**config.mk**
```make
export PLATFORM = sky130hd
export DESIGN_NAME = dmadr_engine_flat
export DESIGN_NICKNAME = d
export VERILOG_FILES = /design/src/verilog/dmadr_pkg.sv /design/src/verilog/dmadr_if.sv /design/src/verilog/dmadr_engine.sv /design/src/flat_wrapper.sv
export SDC_FILE = /design/constraint.sdc
export NUM_CORES = 2
export LEC_CHECK = 0
export ABC_AREA = 1
export CAP_MARGIN = 20
export CORE_ASPECT_RATIO = 1.4
export CORE_MARGIN = 2
export CORE_UTILIZATION = 35
export DETAILED_ROUTE_END_ITERATION = 12
export DONT_BUFFER_PORTS = 1
export GPL_TIMING_DRIVEN = 0
export PLACE_DENSITY = 0.48
export RECOVER_POWER = 100
export SYNTH_ARGS = -nofsm -noshare
export SYNTH_HDL_FRONTEND = slang
export SYNTH_SLANG_ARGS = --single-unit
export TNS_END_PERCENT = 100
```
**constraint.sdc**
```tcl
create_clock -name mclk -period 20.1 [get_ports mclk]
set_input_delay 1.005 -clock mclk [delete_from_list [all_inputs] [get_ports mclk]]
set_output_delay 1.005 -clock mclk [all_outputs]
set_load 0.01 [all_outputs]
```
**src/verilog/dmadr_pkg.sv**
```systemverilog
// shared constants and types for the descriptor ring engine and its host end
package dmadr_pkg;
   localparam int NCH = 13;
   localparam int CHW = 4;
   localparam int HOST_AW = 8;
   localparam int RING_AW = 10;
   localparam int FLG_W = 31;
   localparam int FLG_I = 30;
   localparam int FLG_L = 29;
   localparam int FLG_F = 28;
   localparam int LEN_LO = 16;
   localparam int LENW = 12;
   localparam int STSW = 16;
   localparam logic [1:0] FB_LASTW = 2'h1;
   localparam logic [1:0] CP_LASTW = 2'h2;
   localparam logic [31:0] FB_STRIDE = 32'h0000_0008;
   localparam logic [31:0] CP_STRIDE = 32'h0000_0010;
   localparam logic [31:0] FB_ALIGN = 32'hFFFF_FFF8;
   localparam logic [31:0] CP_ALIGN = 32'hFFFF_FFF0;
   localparam logic [3:0] BE_ALL = 4'hF;
   localparam logic [NCH-1:0] CAN_P2M = 13'h017D;
   localparam logic [NCH-1:0] CAN_M2P = 13'h02BE;
   localparam logic [NCH-1:0] CAN_COPY = 13'h1FFF;
   typedef enum logic [1:0] {
      MD_P2M = 2'h0,
      MD_M2P = 2'h1,
      MD_COPY = 2'h2,
      MD_RSVD = 2'h3
   } dmadr_mode_t;
endpackage

```
**src/verilog/dmadr_if.sv**
```systemverilog
`timescale 1ns/1ns
// memory bus and channel control link between engine and host end
interface dmadr_if;
   import dmadr_pkg::*;
   logic mreq;
   logic mwe;
   logic [31:0] maddr;
   logic [3:0] mbe;
   logic [31:0] mwdata;
   logic mack;
   logic [31:0] mrdata;
   logic [NCH-1:0] go;
   logic [NCH-1:0] kick;
   logic [NCH-1:0] nc_ie;
   logic [NCH-1:0] stop_ie;
   logic [NCH-1:0][31:0] dptr;
   dmadr_mode_t [NCH-1:0] mode;
   modport dev (
      output mreq, mwe, maddr, mbe, mwdata,
      input mack, mrdata, go, kick, nc_ie, stop_ie, dptr, mode
   );
   modport oth (
      input mreq, mwe, maddr, mbe, mwdata,
      output mack, mrdata, go, kick, nc_ie, stop_ie, dptr, mode
   );
endinterface

```
**src/verilog/dmadr_engine.sv**
```systemverilog
`timescale 1ns/1ns
// descriptor ring engine: fetches, runs and closes buffer descriptors for 13 channels

// What this block does
// - channel idle until go, then fetch pointer
// - fly-by two words, copy three, aligned
// - no wrap mark: next descriptor follows current
// - wrap mark: return to ring start
// - no mark: wrap at 1024-byte boundary
// - ring holds 128 fly-by, 64 copy
// - close with alert bit always interrupts
// - frame-end mark signals frame end outward in fly-by modes only
// - fill only empty, empty only full buffers
// - software kicks channel after changing occupancy
// - blocked by occupancy bit: maskable interrupt
// - copy starts only when occupancy bit set
// - receive buffers word aligned, transmit any byte; receive writes take any byte address too
// - peripheral status written back on fly-by close
// - receive: length is capacity, then received count
// - transmit: length moved, then count written back
// - copy: length moved, remaining count written back
// - unequal alignment needs byte-wide operands
// - copy on all channels, fly-by only assigned
// - fixed peripheral direction on channels 0, 1 and 6 to 9; 2 to 5 take either, 10 to 12 none
// - channels 2 to 5 serve external handshakes
// - mode codes: receive, transmit, copy, reserved
// - copy holds each datum in temporary register
module dmadr_engine (
   input wire logic mclk, // system clock
   input wire logic arst_n, // asynchronous reset, active low
   dmadr_if.dev bus, // memory bus and channel control
   output logic tx_valid, // byte to peripheral valid
   input wire logic tx_ready, // peripheral takes the byte
   output logic [7:0] tx_data, // byte to peripheral
   output logic tx_last, // byte closes a message frame
   output logic [dmadr_pkg::CHW-1:0] tx_ch, // channel of that byte
   input wire logic rx_valid, // byte from peripheral valid
   output logic rx_ready, // engine takes the byte
   input wire logic [7:0] rx_data, // byte from peripheral
   input wire logic rx_end, // byte ends the received message
   output logic [dmadr_pkg::CHW-1:0] rx_ch, // channel being served
   input wire logic [15:0] pstat, // peripheral status word
   output logic frame_end, // pulse: frame-end buffer closed
   output logic irq, // pulse: interrupt event
   output logic irq_stall, // event was an occupancy or mode stall
   output logic [dmadr_pkg::CHW-1:0] irq_ch, // channel of the event
   output logic [dmadr_pkg::NCH-1:0] parked // channels waiting for a kick
);
   import dmadr_pkg::*;

   typedef enum logic [3:0] {S_IDLE, S_DRD, S_CHK, S_SRC, S_DST, S_RX, S_WB, S_NEXT} dmadr_st_t;

   typedef struct packed {
      logic req;
      logic we;
      logic [31:0] a;
      logic [3:0] be;
      logic [31:0] d;
   } dmadr_acc_t;

   typedef struct packed {
      dmadr_st_t st;
      logic [CHW-1:0] ch;
      logic [1:0] wi;
      logic [NCH-1:0] park;
      logic [NCH-1:0][31:0] cur;
      logic [31:0] w0;
      logic [31:0] w1;
      logic [31:0] w2;
      logic [31:0] adr;
      logic [LENW-1:0] cnt;
      logic [7:0] tmp;
      logic rend;
      dmadr_acc_t m;
      logic rxr;
      logic irq;
      logic stall;
      logic [CHW-1:0] ich;
      logic fe;
      logic ov;
      logic [CHW+8:0] od;
      logic sv;
      logic [CHW+8:0] sd;
   } dmadr_dev_t;

   dmadr_dev_t q;
   dmadr_dev_t n;
   dmadr_mode_t md;
   logic ack;
   logic [31:0] flw;
   logic [LENW-1:0] len;
   logic [LENW-1:0] wlen;
   logic [1:0] lastw;
   logic [7:0] byt;
   logic [31:0] src_a;
   logic [31:0] dst_a;
   logic [31:0] nx;
   logic [31:0] wbw;
   logic [CHW+8:0] ent;
   logic [CHW:0] pk;

   function automatic dmadr_acc_t acc(input logic we, input logic [31:0] a, input logic [3:0] be,
                                      input logic [31:0] d);
      acc = '{req: 1'b1, we: we, a: a, be: be, d: d};
   endfunction

   // single-byte lane; every datum moves a byte at a time, so any alignment works
   function automatic logic [3:0] lane_be(input logic [1:0] a);
      lane_be = 4'h1 << a;
   endfunction

   function automatic logic mode_ok(input dmadr_mode_t m, input logic [CHW-1:0] c);
      case (m)
         MD_P2M: mode_ok = CAN_P2M[c];
         MD_M2P: mode_ok = CAN_M2P[c];
         MD_COPY: mode_ok = CAN_COPY[c];
         default: mode_ok = 1'b0;
      endcase
   endfunction

   // round robin: first ready channel after the last one served
   function automatic logic [CHW:0] pick(input logic [NCH-1:0] r, input logic [CHW-1:0] last);
      int j;
      pick = '0;
      for (int i = NCH; i >= 1; i--) begin
         j = (int'(last) + i) % NCH;
         if (r[j]) begin
            pick = {1'b1, CHW'(j)};
         end
      end
   endfunction

   assign md = bus.mode[q.ch];
   assign ack = q.m.req && bus.mack;
   assign lastw = (md == MD_COPY) ? CP_LASTW : FB_LASTW;
   assign flw = (md == MD_COPY) ? q.w2 : q.w1;
   assign len = flw[LEN_LO +: LENW];
   assign src_a = q.w0 + {20'h0, q.cnt};
   assign dst_a = q.w1 + {20'h0, q.cnt};
   assign byt = 8'(bus.mrdata >> {q.m.a[1:0], 3'h0});
   assign nx = q.adr + ((md == MD_COPY) ? CP_STRIDE : FB_STRIDE);
   assign ent = {q.ch, flw[FLG_L] && (q.cnt + 12'h1 == len), byt};
   assign wlen = (md == MD_COPY) ? len - q.cnt : q.cnt;
   assign wbw = {flw[FLG_W], flw[FLG_I], flw[FLG_L], md == MD_P2M, wlen,
                 (md == MD_COPY) ? flw[STSW-1:0] : pstat};
   assign pk = pick(bus.go & ~q.park, q.ch);

   always_comb begin
      n = q;
      n.irq = 1'b0;
      n.fe = 1'b0;
      if (ack) begin
         n.m.req = 1'b0;
      end
      if (q.ov && tx_ready) begin
         n.ov = q.sv;
         n.od = q.sd;
         n.sv = 1'b0;
      end
      // kick clears the park first so a stall found this cycle still wins
      for (int i = 0; i < NCH; i++) begin
         if (!bus.go[i] || bus.kick[i]) begin
            n.park[i] = 1'b0;
         end
      end
      case (q.st)
         S_IDLE: begin
            if (pk[CHW]) begin
               n.ch = pk[CHW-1:0];
               n.adr = q.cur[pk[CHW-1:0]];
               n.wi = 2'h0;
               n.m = acc(1'b0, q.cur[pk[CHW-1:0]], BE_ALL, 32'h0);
               n.st = S_DRD;
            end
         end
         S_DRD: begin
            if (ack) begin
               case (q.wi)
                  2'h0: n.w0 = bus.mrdata;
                  2'h1: n.w1 = bus.mrdata;
                  default: n.w2 = bus.mrdata;
               endcase
               if (q.wi == lastw) begin
                  n.st = S_CHK;
               end else begin
                  n.wi = q.wi + 2'h1;
                  n.m = acc(1'b0, q.adr + {28'h0, q.wi + 2'h1, 2'h0}, BE_ALL, 32'h0);
               end
            end
         end
         S_CHK: begin
            n.cnt = '0;
            n.rend = 1'b0;
            n.ich = q.ch;
            // fill needs empty, drain and copy need full; bad mode parks too
            if (!mode_ok(md, q.ch) || ((md == MD_P2M) == flw[FLG_F])) begin
               n.park[q.ch] = 1'b1;
               n.irq = bus.stop_ie[q.ch];
               n.stall = 1'b1;
               n.st = S_IDLE;
            end else begin
               n.st = (md == MD_P2M) ? S_RX : S_SRC;
            end
         end
         S_SRC: begin
            if (q.m.req) begin
               if (ack && md == MD_COPY) begin
                  n.tmp = byt;
                  n.st = S_DST;
               end else if (ack) begin
                  if (!n.ov) begin
                     n.ov = 1'b1;
                     n.od = ent;
                  end else begin
                     n.sv = 1'b1;
                     n.sd = ent;
                  end
                  n.cnt = q.cnt + 12'h1;
               end
            end else if (q.cnt == len) begin
               n.st = S_WB;
            end else if (md == MD_COPY || !q.sv) begin
               // a read is only issued while the buffer has room for its byte
               n.m = acc(1'b0, src_a, lane_be(src_a[1:0]), 32'h0);
            end
         end
         S_DST: begin
            if (q.m.req) begin
               if (ack) begin
                  n.cnt = q.cnt + 12'h1;
                  n.st = S_SRC;
               end
            end else begin
               n.m = acc(1'b1, dst_a, lane_be(dst_a[1:0]), {4{q.tmp}});
            end
         end
         S_RX: begin
            if (q.m.req) begin
               if (ack) begin
                  n.cnt = q.cnt + 12'h1;
                  if (q.rend) begin
                     n.st = S_WB;
                  end
               end
            end else if (q.rxr) begin
               if (rx_valid) begin
                  n.rxr = 1'b0;
                  n.rend = rx_end;
                  n.m = acc(1'b1, src_a, lane_be(src_a[1:0]), {4{rx_data}});
               end
            end else if (q.cnt == len) begin
               n.st = S_WB;
            end else begin
               n.rxr = 1'b1;
            end
         end
         S_WB: begin
            if (q.m.req) begin
               if (ack) begin
                  n.st = S_NEXT;
               end
            end else begin
               n.m = acc(1'b1, q.adr + {28'h0, lastw, 2'h0}, BE_ALL, wbw);
            end
         end
         S_NEXT: begin
            n.irq = flw[FLG_I] || bus.nc_ie[q.ch];
            n.stall = 1'b0;
            n.ich = q.ch;
            n.fe = flw[FLG_L] && (md != MD_COPY);
            // the 1 KiB ring bounds a ring to 128 or 64 descriptors
            if (flw[FLG_W] || nx[RING_AW-1:0] == '0) begin
               n.cur[q.ch] = bus.dptr[q.ch];
            end else begin
               n.cur[q.ch] = nx;
            end
            n.st = S_IDLE;
         end
         default: n.st = S_IDLE;
      endcase
      for (int i = 0; i < NCH; i++) begin
         if (!bus.go[i]) begin
            n.cur[i] = bus.dptr[i];
         end
      end
   end

   always_ff @(posedge mclk or negedge arst_n) begin
      if (!arst_n) begin
         q <= '0;
      end else begin
         q <= n;
      end
   end

   assign bus.mreq = q.m.req;
   assign bus.mwe = q.m.we;
   assign bus.maddr = q.m.a;
   assign bus.mbe = q.m.be;
   assign bus.mwdata = q.m.d;
   assign tx_valid = q.ov;
   assign tx_data = q.od[7:0];
   assign tx_last = q.od[8];
   assign tx_ch = q.od[CHW+8:9];
   assign rx_ready = q.rxr;
   assign rx_ch = q.ch;
   assign frame_end = q.fe;
   assign irq = q.irq;
   assign irq_stall = q.stall;
   assign irq_ch = q.ich;
   assign parked = q.park;
endmodule // dmadr_engine

```
**src/flat_wrapper.sv**
```systemverilog
// flat-port wrapper written by rule: the top's interface ports become plain ports
module dmadr_engine_flat import dmadr_pkg::*;
  (mclk, arst_n, tx_valid, tx_ready, tx_data, tx_last, tx_ch, rx_valid, rx_ready, rx_data, rx_end, rx_ch, pstat, frame_end, irq, irq_stall, irq_ch, parked, bus_mreq, bus_mwe, bus_maddr, bus_mbe, bus_mwdata, bus_mack, bus_mrdata, bus_go, bus_kick, bus_nc_ie, bus_stop_ie, bus_dptr, bus_mode);
  dmadr_if bus_i ();
  input wire logic mclk;
  input wire logic arst_n;
  output logic tx_valid;
  input wire logic tx_ready;
  output logic [7:0] tx_data;
  output logic tx_last;
  output logic [dmadr_pkg::CHW-1:0] tx_ch;
  input wire logic rx_valid;
  output logic rx_ready;
  input wire logic [7:0] rx_data;
  input wire logic rx_end;
  output logic [dmadr_pkg::CHW-1:0] rx_ch;
  input wire logic [15:0] pstat;
  output logic frame_end;
  output logic irq;
  output logic irq_stall;
  output logic [dmadr_pkg::CHW-1:0] irq_ch;
  output logic [dmadr_pkg::NCH-1:0] parked;
  output wire logic [$bits(bus_i.mreq)-1:0] bus_mreq;
  output wire logic [$bits(bus_i.mwe)-1:0] bus_mwe;
  output wire logic [$bits(bus_i.maddr)-1:0] bus_maddr;
  output wire logic [$bits(bus_i.mbe)-1:0] bus_mbe;
  output wire logic [$bits(bus_i.mwdata)-1:0] bus_mwdata;
  input wire logic [$bits(bus_i.mack)-1:0] bus_mack;
  input wire logic [$bits(bus_i.mrdata)-1:0] bus_mrdata;
  input wire logic [$bits(bus_i.go)-1:0] bus_go;
  input wire logic [$bits(bus_i.kick)-1:0] bus_kick;
  input wire logic [$bits(bus_i.nc_ie)-1:0] bus_nc_ie;
  input wire logic [$bits(bus_i.stop_ie)-1:0] bus_stop_ie;
  input wire logic [$bits(bus_i.dptr)-1:0] bus_dptr;
  input wire logic [$bits(bus_i.mode)-1:0] bus_mode;
  assign bus_mreq = bus_i.mreq;
  assign bus_mwe = bus_i.mwe;
  assign bus_maddr = bus_i.maddr;
  assign bus_mbe = bus_i.mbe;
  assign bus_mwdata = bus_i.mwdata;
  assign bus_i.mack = bus_mack;
  assign bus_i.mrdata = bus_mrdata;
  assign bus_i.go = bus_go;
  assign bus_i.kick = bus_kick;
  assign bus_i.nc_ie = bus_nc_ie;
  assign bus_i.stop_ie = bus_stop_ie;
  assign bus_i.dptr = bus_dptr;
  assign bus_i.mode = bus_mode;
  dmadr_engine u_core (.mclk(mclk), .arst_n(arst_n), .bus(bus_i), .tx_valid(tx_valid), .tx_ready(tx_ready), .tx_data(tx_data), .tx_last(tx_last), .tx_ch(tx_ch), .rx_valid(rx_valid), .rx_ready(rx_ready), .rx_data(rx_data), .rx_end(rx_end), .rx_ch(rx_ch), .pstat(pstat), .frame_end(frame_end), .irq(irq), .irq_stall(irq_stall), .irq_ch(irq_ch), .parked(parked));
endmodule
```
Word level (Yosys, flattened, before mapping)
Memory sizes are Yosys's and may differ from the RTL's.
Cells that the tools add are included.

word-level totals
  register bits after elaboration = 694
  bits in read-only memories = 48
  input bits = 556
  output and inout port bits = 109
  word-level logic and storage cells = 374
  memories = 3

memories
  name              words  bits a word  read ports  clocked after memory_dff  wr ports  line                 text
  (name not given)  16     1            1           0                         0         dmadr_engine.sv:114  MD_P2M: mode_ok = CAN_P2M[c];
  (name not given)  16     1            1           0                         0         dmadr_engine.sv:115  MD_M2P: mode_ok = CAN_M2P[c];
  (name not given)  16     1            1           0                         0         dmadr_engine.sv:116  MD_COPY: mode_ok = CAN_COPY[c];

operators by class
  $add $sub $neg = 21
  divide/modulo/power cells = 13
  $lt $le $gt $ge = 16
  equal/unequal tests = 52
  shift-type cells = 3
  muxes and demuxes = 160
  bitwise gates (word level) = 6
  reduce and logical (&&, ||, !) cells = 62

operator list
  kind                                                                            number
  416-bit bitwise mux                                                             2
  416-bit 2-to-1 mux                                                              2
  70-bit 2-to-1 mux                                                               8
  32-bit 2-to-1 mux                                                               17
  70-bit case mux with 6 select lines                                             1
  32-bit by 6-bit less-than comparator with 1-bit output (second input constant)  13
  32-bit by 5-bit modulo with 32-bit output (second input constant)               13
  32-bit binary-select mux with 4-bit select                                      2
  72-bit 2-to-1 mux                                                               2
  32-bit demux with 4-bit select                                                  1
  28-bit 2-to-1 mux                                                               4
  71-bit 2-to-1 mux                                                               1
  5-bit 2-to-1 mux                                                                14
  32-bit by 12-bit adder with 32-bit output                                       2
  32-bit by 4-bit adder with 32-bit output                                        2
  1-bit binary-select mux with 4-bit select                                       15
  4-bit 2-to-1 mux                                                                14
  1-bit 2-to-1 mux                                                                50
  2-bit by 1-bit inequality test with 1-bit output (second input constant)        25
  12-bit 2-to-1 mux                                                               4
  13-bit 2-to-1 mux                                                               3
  12-bit case mux with 3 select lines                                             1
  32-bit adder                                                                    1
  32-bit by 5-bit right shift with 8-bit output                                   1
  56 further kinds                                                                135

Depth between registers and ports, before layout
  depth after elaboration = 22
  depth in mapped cells = 57
  mapped depth without buffers = 49

Worst setup path before layout
Ideal clock, no wire load.

  path kind = reg2reg
  start point = register u_core.q, in the netlist u_core.rx_ch[0]
  end point = register u_core.q, in the netlist u_core.bus.maddr[19]
  library setup time = 134 ps
  arrival = 6701 ps
  required time = 19966 ps
  path slack = 13265 ps
  cell stages (with the launch flop) = 53
  buffers on the path = 11
  clock period less this slack = 6835 ps
  cells stage by stage = dfrtp_1 -> buf_4 -> inv_2 -> buf_4 -> buf_2 -> clkbuf_1 -> clkbuf_1 -> clkbuf_1 -> clkbuf_1 -> ha_1 -> inv_1 -> clkbuf_1 -> ha_1 -> inv_1 -> nand2_1 -> nand3_1 -> nand2_2 -> xor2_1 -> (+17 left out) -> nand2_1 -> nand2_1 -> nand2_1 -> nand2_1 -> nand2_1 -> nand2_1 -> nand2_1 -> nand2_2 -> nand2_2 -> buf_6 -> buf_8 -> buf_4 -> o21ai_0 -> nand3_1 -> nand2_1 -> nand2_1 -> nand3_1 -> a21oi_1

between the ends
  word-level cells in the longest chain between the ends = 22
  elaborated cells between the ends (all ways) = 97
  those cells by class = add/sub: 14; div: 13; eq/ne: 7; mux: 61; reduce/logical: 2

ends and longest elaborated chain
  item                                                 line                 text
  start, declared                                      dmadr_engine.sv:86   dmadr_dev_t q;
  start signal, assigned                               dmadr_engine.sv:292  q <= n;
  4-bit by 4-bit adder with 5-bit output               dmadr_engine.sv:126  j = (int'(last) + i) % NCH;
  32-bit by 5-bit modulo with 32-bit output            dmadr_engine.sv:126
  1-bit binary-select mux with 4-bit select            dmadr_engine.sv:127  if (r[j]) begin
  1-bit 2-to-1 mux (implied by the code) (2 in a row)  dmadr_engine.sv:127
  5-bit 2-to-1 mux (13 in a row)                       dmadr_engine.sv:127
  32-bit binary-select mux with 4-bit select           dmadr_engine.sv:172  n.m = acc(1'b0, q.cur[pk[CHW-1:0]], BE_ALL, 32'h0);
  32-bit 2-to-1 mux (implied by the code)              dmadr_engine.sv:172
  70-bit 2-to-1 mux                                    dmadr_engine.sv:168  if (pk[CHW]) begin
  70-bit case mux with 6 select lines                  dmadr_engine.sv:166  case (q.st)

Parallel ways exist; a longest one is shown, timed or not. The select of a mux whose other input is x is not followed.
A chain may end at the register's enable or synchronous reset.

Worst setup path after layout
  start point = register u_core.q, in the netlist u_core.rx_ch[0]
  end point = register u_core.q[157] (netlist name)

between the ends
  word-level cells in the longest chain between the ends = 20
  elaborated cells between the ends (all ways) = 81
  those cells by class = add/sub: 13; div: 13; mux: 54; reduce/logical: 1

ends and longest elaborated chain
  item                                                 line                 text
  4-bit by 4-bit adder with 5-bit output               dmadr_engine.sv:126
  32-bit by 5-bit modulo with 32-bit output            dmadr_engine.sv:126
  1-bit binary-select mux with 4-bit select            dmadr_engine.sv:127
  1-bit 2-to-1 mux (implied by the code) (2 in a row)  dmadr_engine.sv:127
  5-bit 2-to-1 mux (12 in a row)                       dmadr_engine.sv:127
  5-bit 2-to-1 mux *                                   dmadr_engine.sv:127
  32-bit binary-select mux with 4-bit select           dmadr_engine.sv:170  n.adr = q.cur[pk[CHW-1:0]];
  32-bit 2-to-1 mux (implied by the code)              dmadr_engine.sv:170

Mark *: on every way between the ends. The rest lies on a longest branch, timed or not. The select of a mux whose other input is x is not followed.

==> impl_results.md <==
- Row count: around 160
- Synth Area in Adders: ~2.5%
- Layout area overhead: 12.4%
- Initial antenna violation count: 73
- Yosys Warn Count: 0
- Setup_tns: 0 ns
- IO Pins: between 600 and 700
- Worst slew pin tran: about 8.5 ns
- CTS buffer count: 83
- Critical Path RT: 20.70 ns
- R2r startpoint: u_core.rx_ch[0]
- Dpl cell area: around 52000 um2
- Post-synth EDFFs: 0
- Final Skew: approximately 0.050 ns
- Routed Antenna Nets: 0
- Yosys top cell area share: between 30% and 40%
- Crit path launch type: flop
- Die ar.: 143000 um2
- Synth Flop Type: dfrtp_1
- Cell family with most CP delay: buffers and inverters
- Status: finished with violations
- Distinct cells, synth: 67
- Global-route wire length before repair: about 470000 um
- Sink Count: just under 700
- Wirelength per Cell: just under 40 um
- CTS root buf: clkbuf_16
- GP Congestion: roughly 1.1
- Clock transition at path regs: about 0.07 ns
- Die span in y: around 450 um
- Worst hold-check path type: input port to async pin
- Kind of critical path: flop to flop
- Drt initial violations: around 6600
- FILL cells: about 15000
- Largest net degree at the start of global routing: 411
- Horiz. Die Dim: 320 um
- Count of final setup violators: 0
- Post-synthesis compound-gate area fraction: a little under a quarter
- CTS H-tree depth: 3
- Gr ovfl total: 0
- RSZ-0062 raised after global routing: false
- Vias: roughly 57000
- Clock latency on the worst-skew pair: 0.78 ns
- TritonCTS clock tree: yes
- Fin crit share: between 80 and 90%
- #FFs+latches synth: ~700
- Nets: slightly below 8000
- CTS max path bufs: 3
- Initial cell density of the core: a little over a third
- Crit path buffers/inverters: 18
- Mux share of post-synthesis cell area: less than 1%
- DR pass1 iterations: 7
- Most used cell, CP: nand2_1
- Max Slew Vio Count: 360
- Total wire length: 354000 um
- Cell area after layout: approximately 55000 um2
- # DRC: 0
- Failing checks: max-capacitance violations, max-slew violations
- Syn_area_per_cell: around 7 um2
- Gate Count Post-Synth: roughly 7000
- Crit Reg-Reg Endpoint: u_core.q[157]
- Drt via density: roughly 6.3
- Min Tclk post-route: 16.13 ns
- Worst path max stage delay: roughly 1.5 ns
- Max_cap viols: 7
- Post-detail-place hpwl: between 200000 and 300000 um
- Ranking of synthesized cells by area: dfrtp_1 (36%), nand2_1 (13%), nand3_1 (6.8%)
- Placement Setup Slack: between 7 and 8 ns
- Utilization after layout: 39.5%
- I/O Buffers: 0
- Combinational family with the most area after synthesis: simple AND/OR/NAND/NOR gates
- Vias in the first global route: 54900
- Worst reg-to-reg path cell count: 56
- Layout cells sized above 1: 5.17%
- Achievable clock frequency: 62.0 MHz
- Slowest-stage cell, CP: clkbuf_1
- Critical path fanouts, max: 13
- Reg2Reg Setup Slack: 3.97 ns
- XOR/XNOR Fraction of Synth Area: under 10%
- Setup WS post-layout: 3.97 ns
- Core Region: roughly 140000 um2
- Sequential share of the synthesized area: between 30% and 40%
- Synth Cell Area: a little under 50000 um2
- Fin. Hold Viols: 0
- Mapped Nets: between 7000 and 8000
- CP Capture Type: flop
- Slew headroom: -464%
- Gr usage total: 48.2%
- Largest area contributor in the netlist: dfrtp_1
- Async S/R FF share, synth: 100%
- Crit path arrival time: between 15 and 20 ns
- # resized after CTS: 0
- Simple-Gate Fraction of Synth Area: 24.3%
==> how the worst max path moves through the flow <==
stage,startpoint,end,slack (ns),depth (start not counted)
6_report,u_core.rx_ch[0],u_core.q[157],3.97,56
4_1_cts,u_core.rx_ch[0],u_core.q[662],7.86,29
5_1_grt,u_core.rx_ch[0],u_core.q[157],3.99,54
3_5_place_dp,u_core.rx_ch[0],u_core.q[662],7.90,29
2_1_floorplan,u_core.rx_ch[0],u_core.bus.maddr[19],13.27,52
3_3_place_gp,u_core.rx_ch[0],u_core.bus.mbe[3],6.27,39
==> logic make-up after synthesis <==
group,count (synthesis)
other,1
XOR/XNOR,122
buffers and inverters,1415
flip-flops,694
adder cells (fa/ha/maj),95
AO/OA/AOI/OAI,1799
AND/OR/NAND/NOR,2853
multiplexers,10
==> what timing repair did <==
action                    CTS  global route
buffers inserted            0             0
hold endpoints to repair  285             0
hold buffers                1             0
==> layout by cell type, fill, tap and decap left out, drive strengths merged, types with 4 or more instances in the layout <==
cell,netlist,routed
nand2,1708,1708
inv,843,846
dfrtp,694,694
nand3,670,670
o21ai,653,653
clkbuf,343,588
a21oi,457,457
o221ai,370,370
nor2,351,351
buf,216,165
o211ai,162,162
xor2,98,98
ha,89,89
diode,0,83
nor3,46,46
o22ai,42,42
a31oi,40,40
nand4,35,35
clkinv,11,29
nor4,26,26
xnor2,24,24
o2111ai,20,20
bufinv,0,9
or2,8,8
mux2,8,8
a211oi,6,6
o21bai,6,6
a2111oi,6,6
fa,6,6
nand3b,5,5
o31ai,5,5
a32oi,4,4
o32ai,4,4
a21o,4,4
clkinvlp,0,4
==> final cells by class <==
class                   instances  area, um2  share of cell area (%)
plain buffers                 561       2350                    4.28
flip-flops and latches        694      17400                    31.6
repair buffers                 80       1140                    2.08
clock buffers                 114       2330                    4.25
well taps                    1804       2260                    4.11
multi-input cells            4880      25600                    46.5
diodes                         83        208                   0.378
inverters                     854       3210                    5.84
clock inverters                34        523                   0.952
==> Yosys cell counts (all sizes together), types with 3 or more instances <==
cell	instances
a211oi	6
buf	216
nand3	670
ha	89
nor3	46
o31ai	5
o221ai	370
xnor2	24
fa	6
nand3b	5
nand4	35
a311oi	3
a31oi	40
a211o	3
mux2	8
o22ai	42
or2	8
dfrtp	694
o21ai	653
a32oi	4
inv	843
nand2	1708
xor2	98
nor2	351
a2111oi	6
o21bai	6
a21oi	457
clkinv	11
o32ai	4
clkbuf	343
o211ai	162
nor4	26
a21o	4
o2111ai	20
==> state kept, by name (all words and copies together) (netlist names) <==
| signal | count |
|---|---|
| u_core.irq_ch | 4 |
| u_core.q | 585 |
| u_core.frame_end | 1 |
| u_core.bus.mreq | 1 |
| u_core.bus.mwe | 1 |
| u_core.irq | 1 |
| u_core.tx_last | 1 |
| u_core.tx_data | 8 |
| u_core.rx_ready | 1 |
| u_core.irq_stall | 1 |
| u_core.bus.mbe | 4 |
| u_core.bus.mwdata | 32 |
| u_core.parked | 13 |
| u_core.tx_ch | 4 |
| u_core.bus.maddr | 32 |
| u_core.tx_valid | 1 |
| u_core.rx_ch | 4 |
==> through the flow <==
step / cells / hold slack (ns)
3_3_place_gp: 8793 / 0.458
4_1_cts: 9010 / 0.0218
6_report: 9104 / 0.00928
3_5_place_dp: 8861 / 0.460
2_1_floorplan: 6989 / 0.443
5_1_grt: 9050 / 0.00817
==> layer usage <==
metal,global-route usage (%),wire [um]
met1,49.1,117000
met2,75.7,156000
met3,17.4,38100
met4,47.9,42800
met5,0.547,373
Power is not shown: default switching activity piles up to over one toggle a cycle in this logic, so the estimate is an artifact.
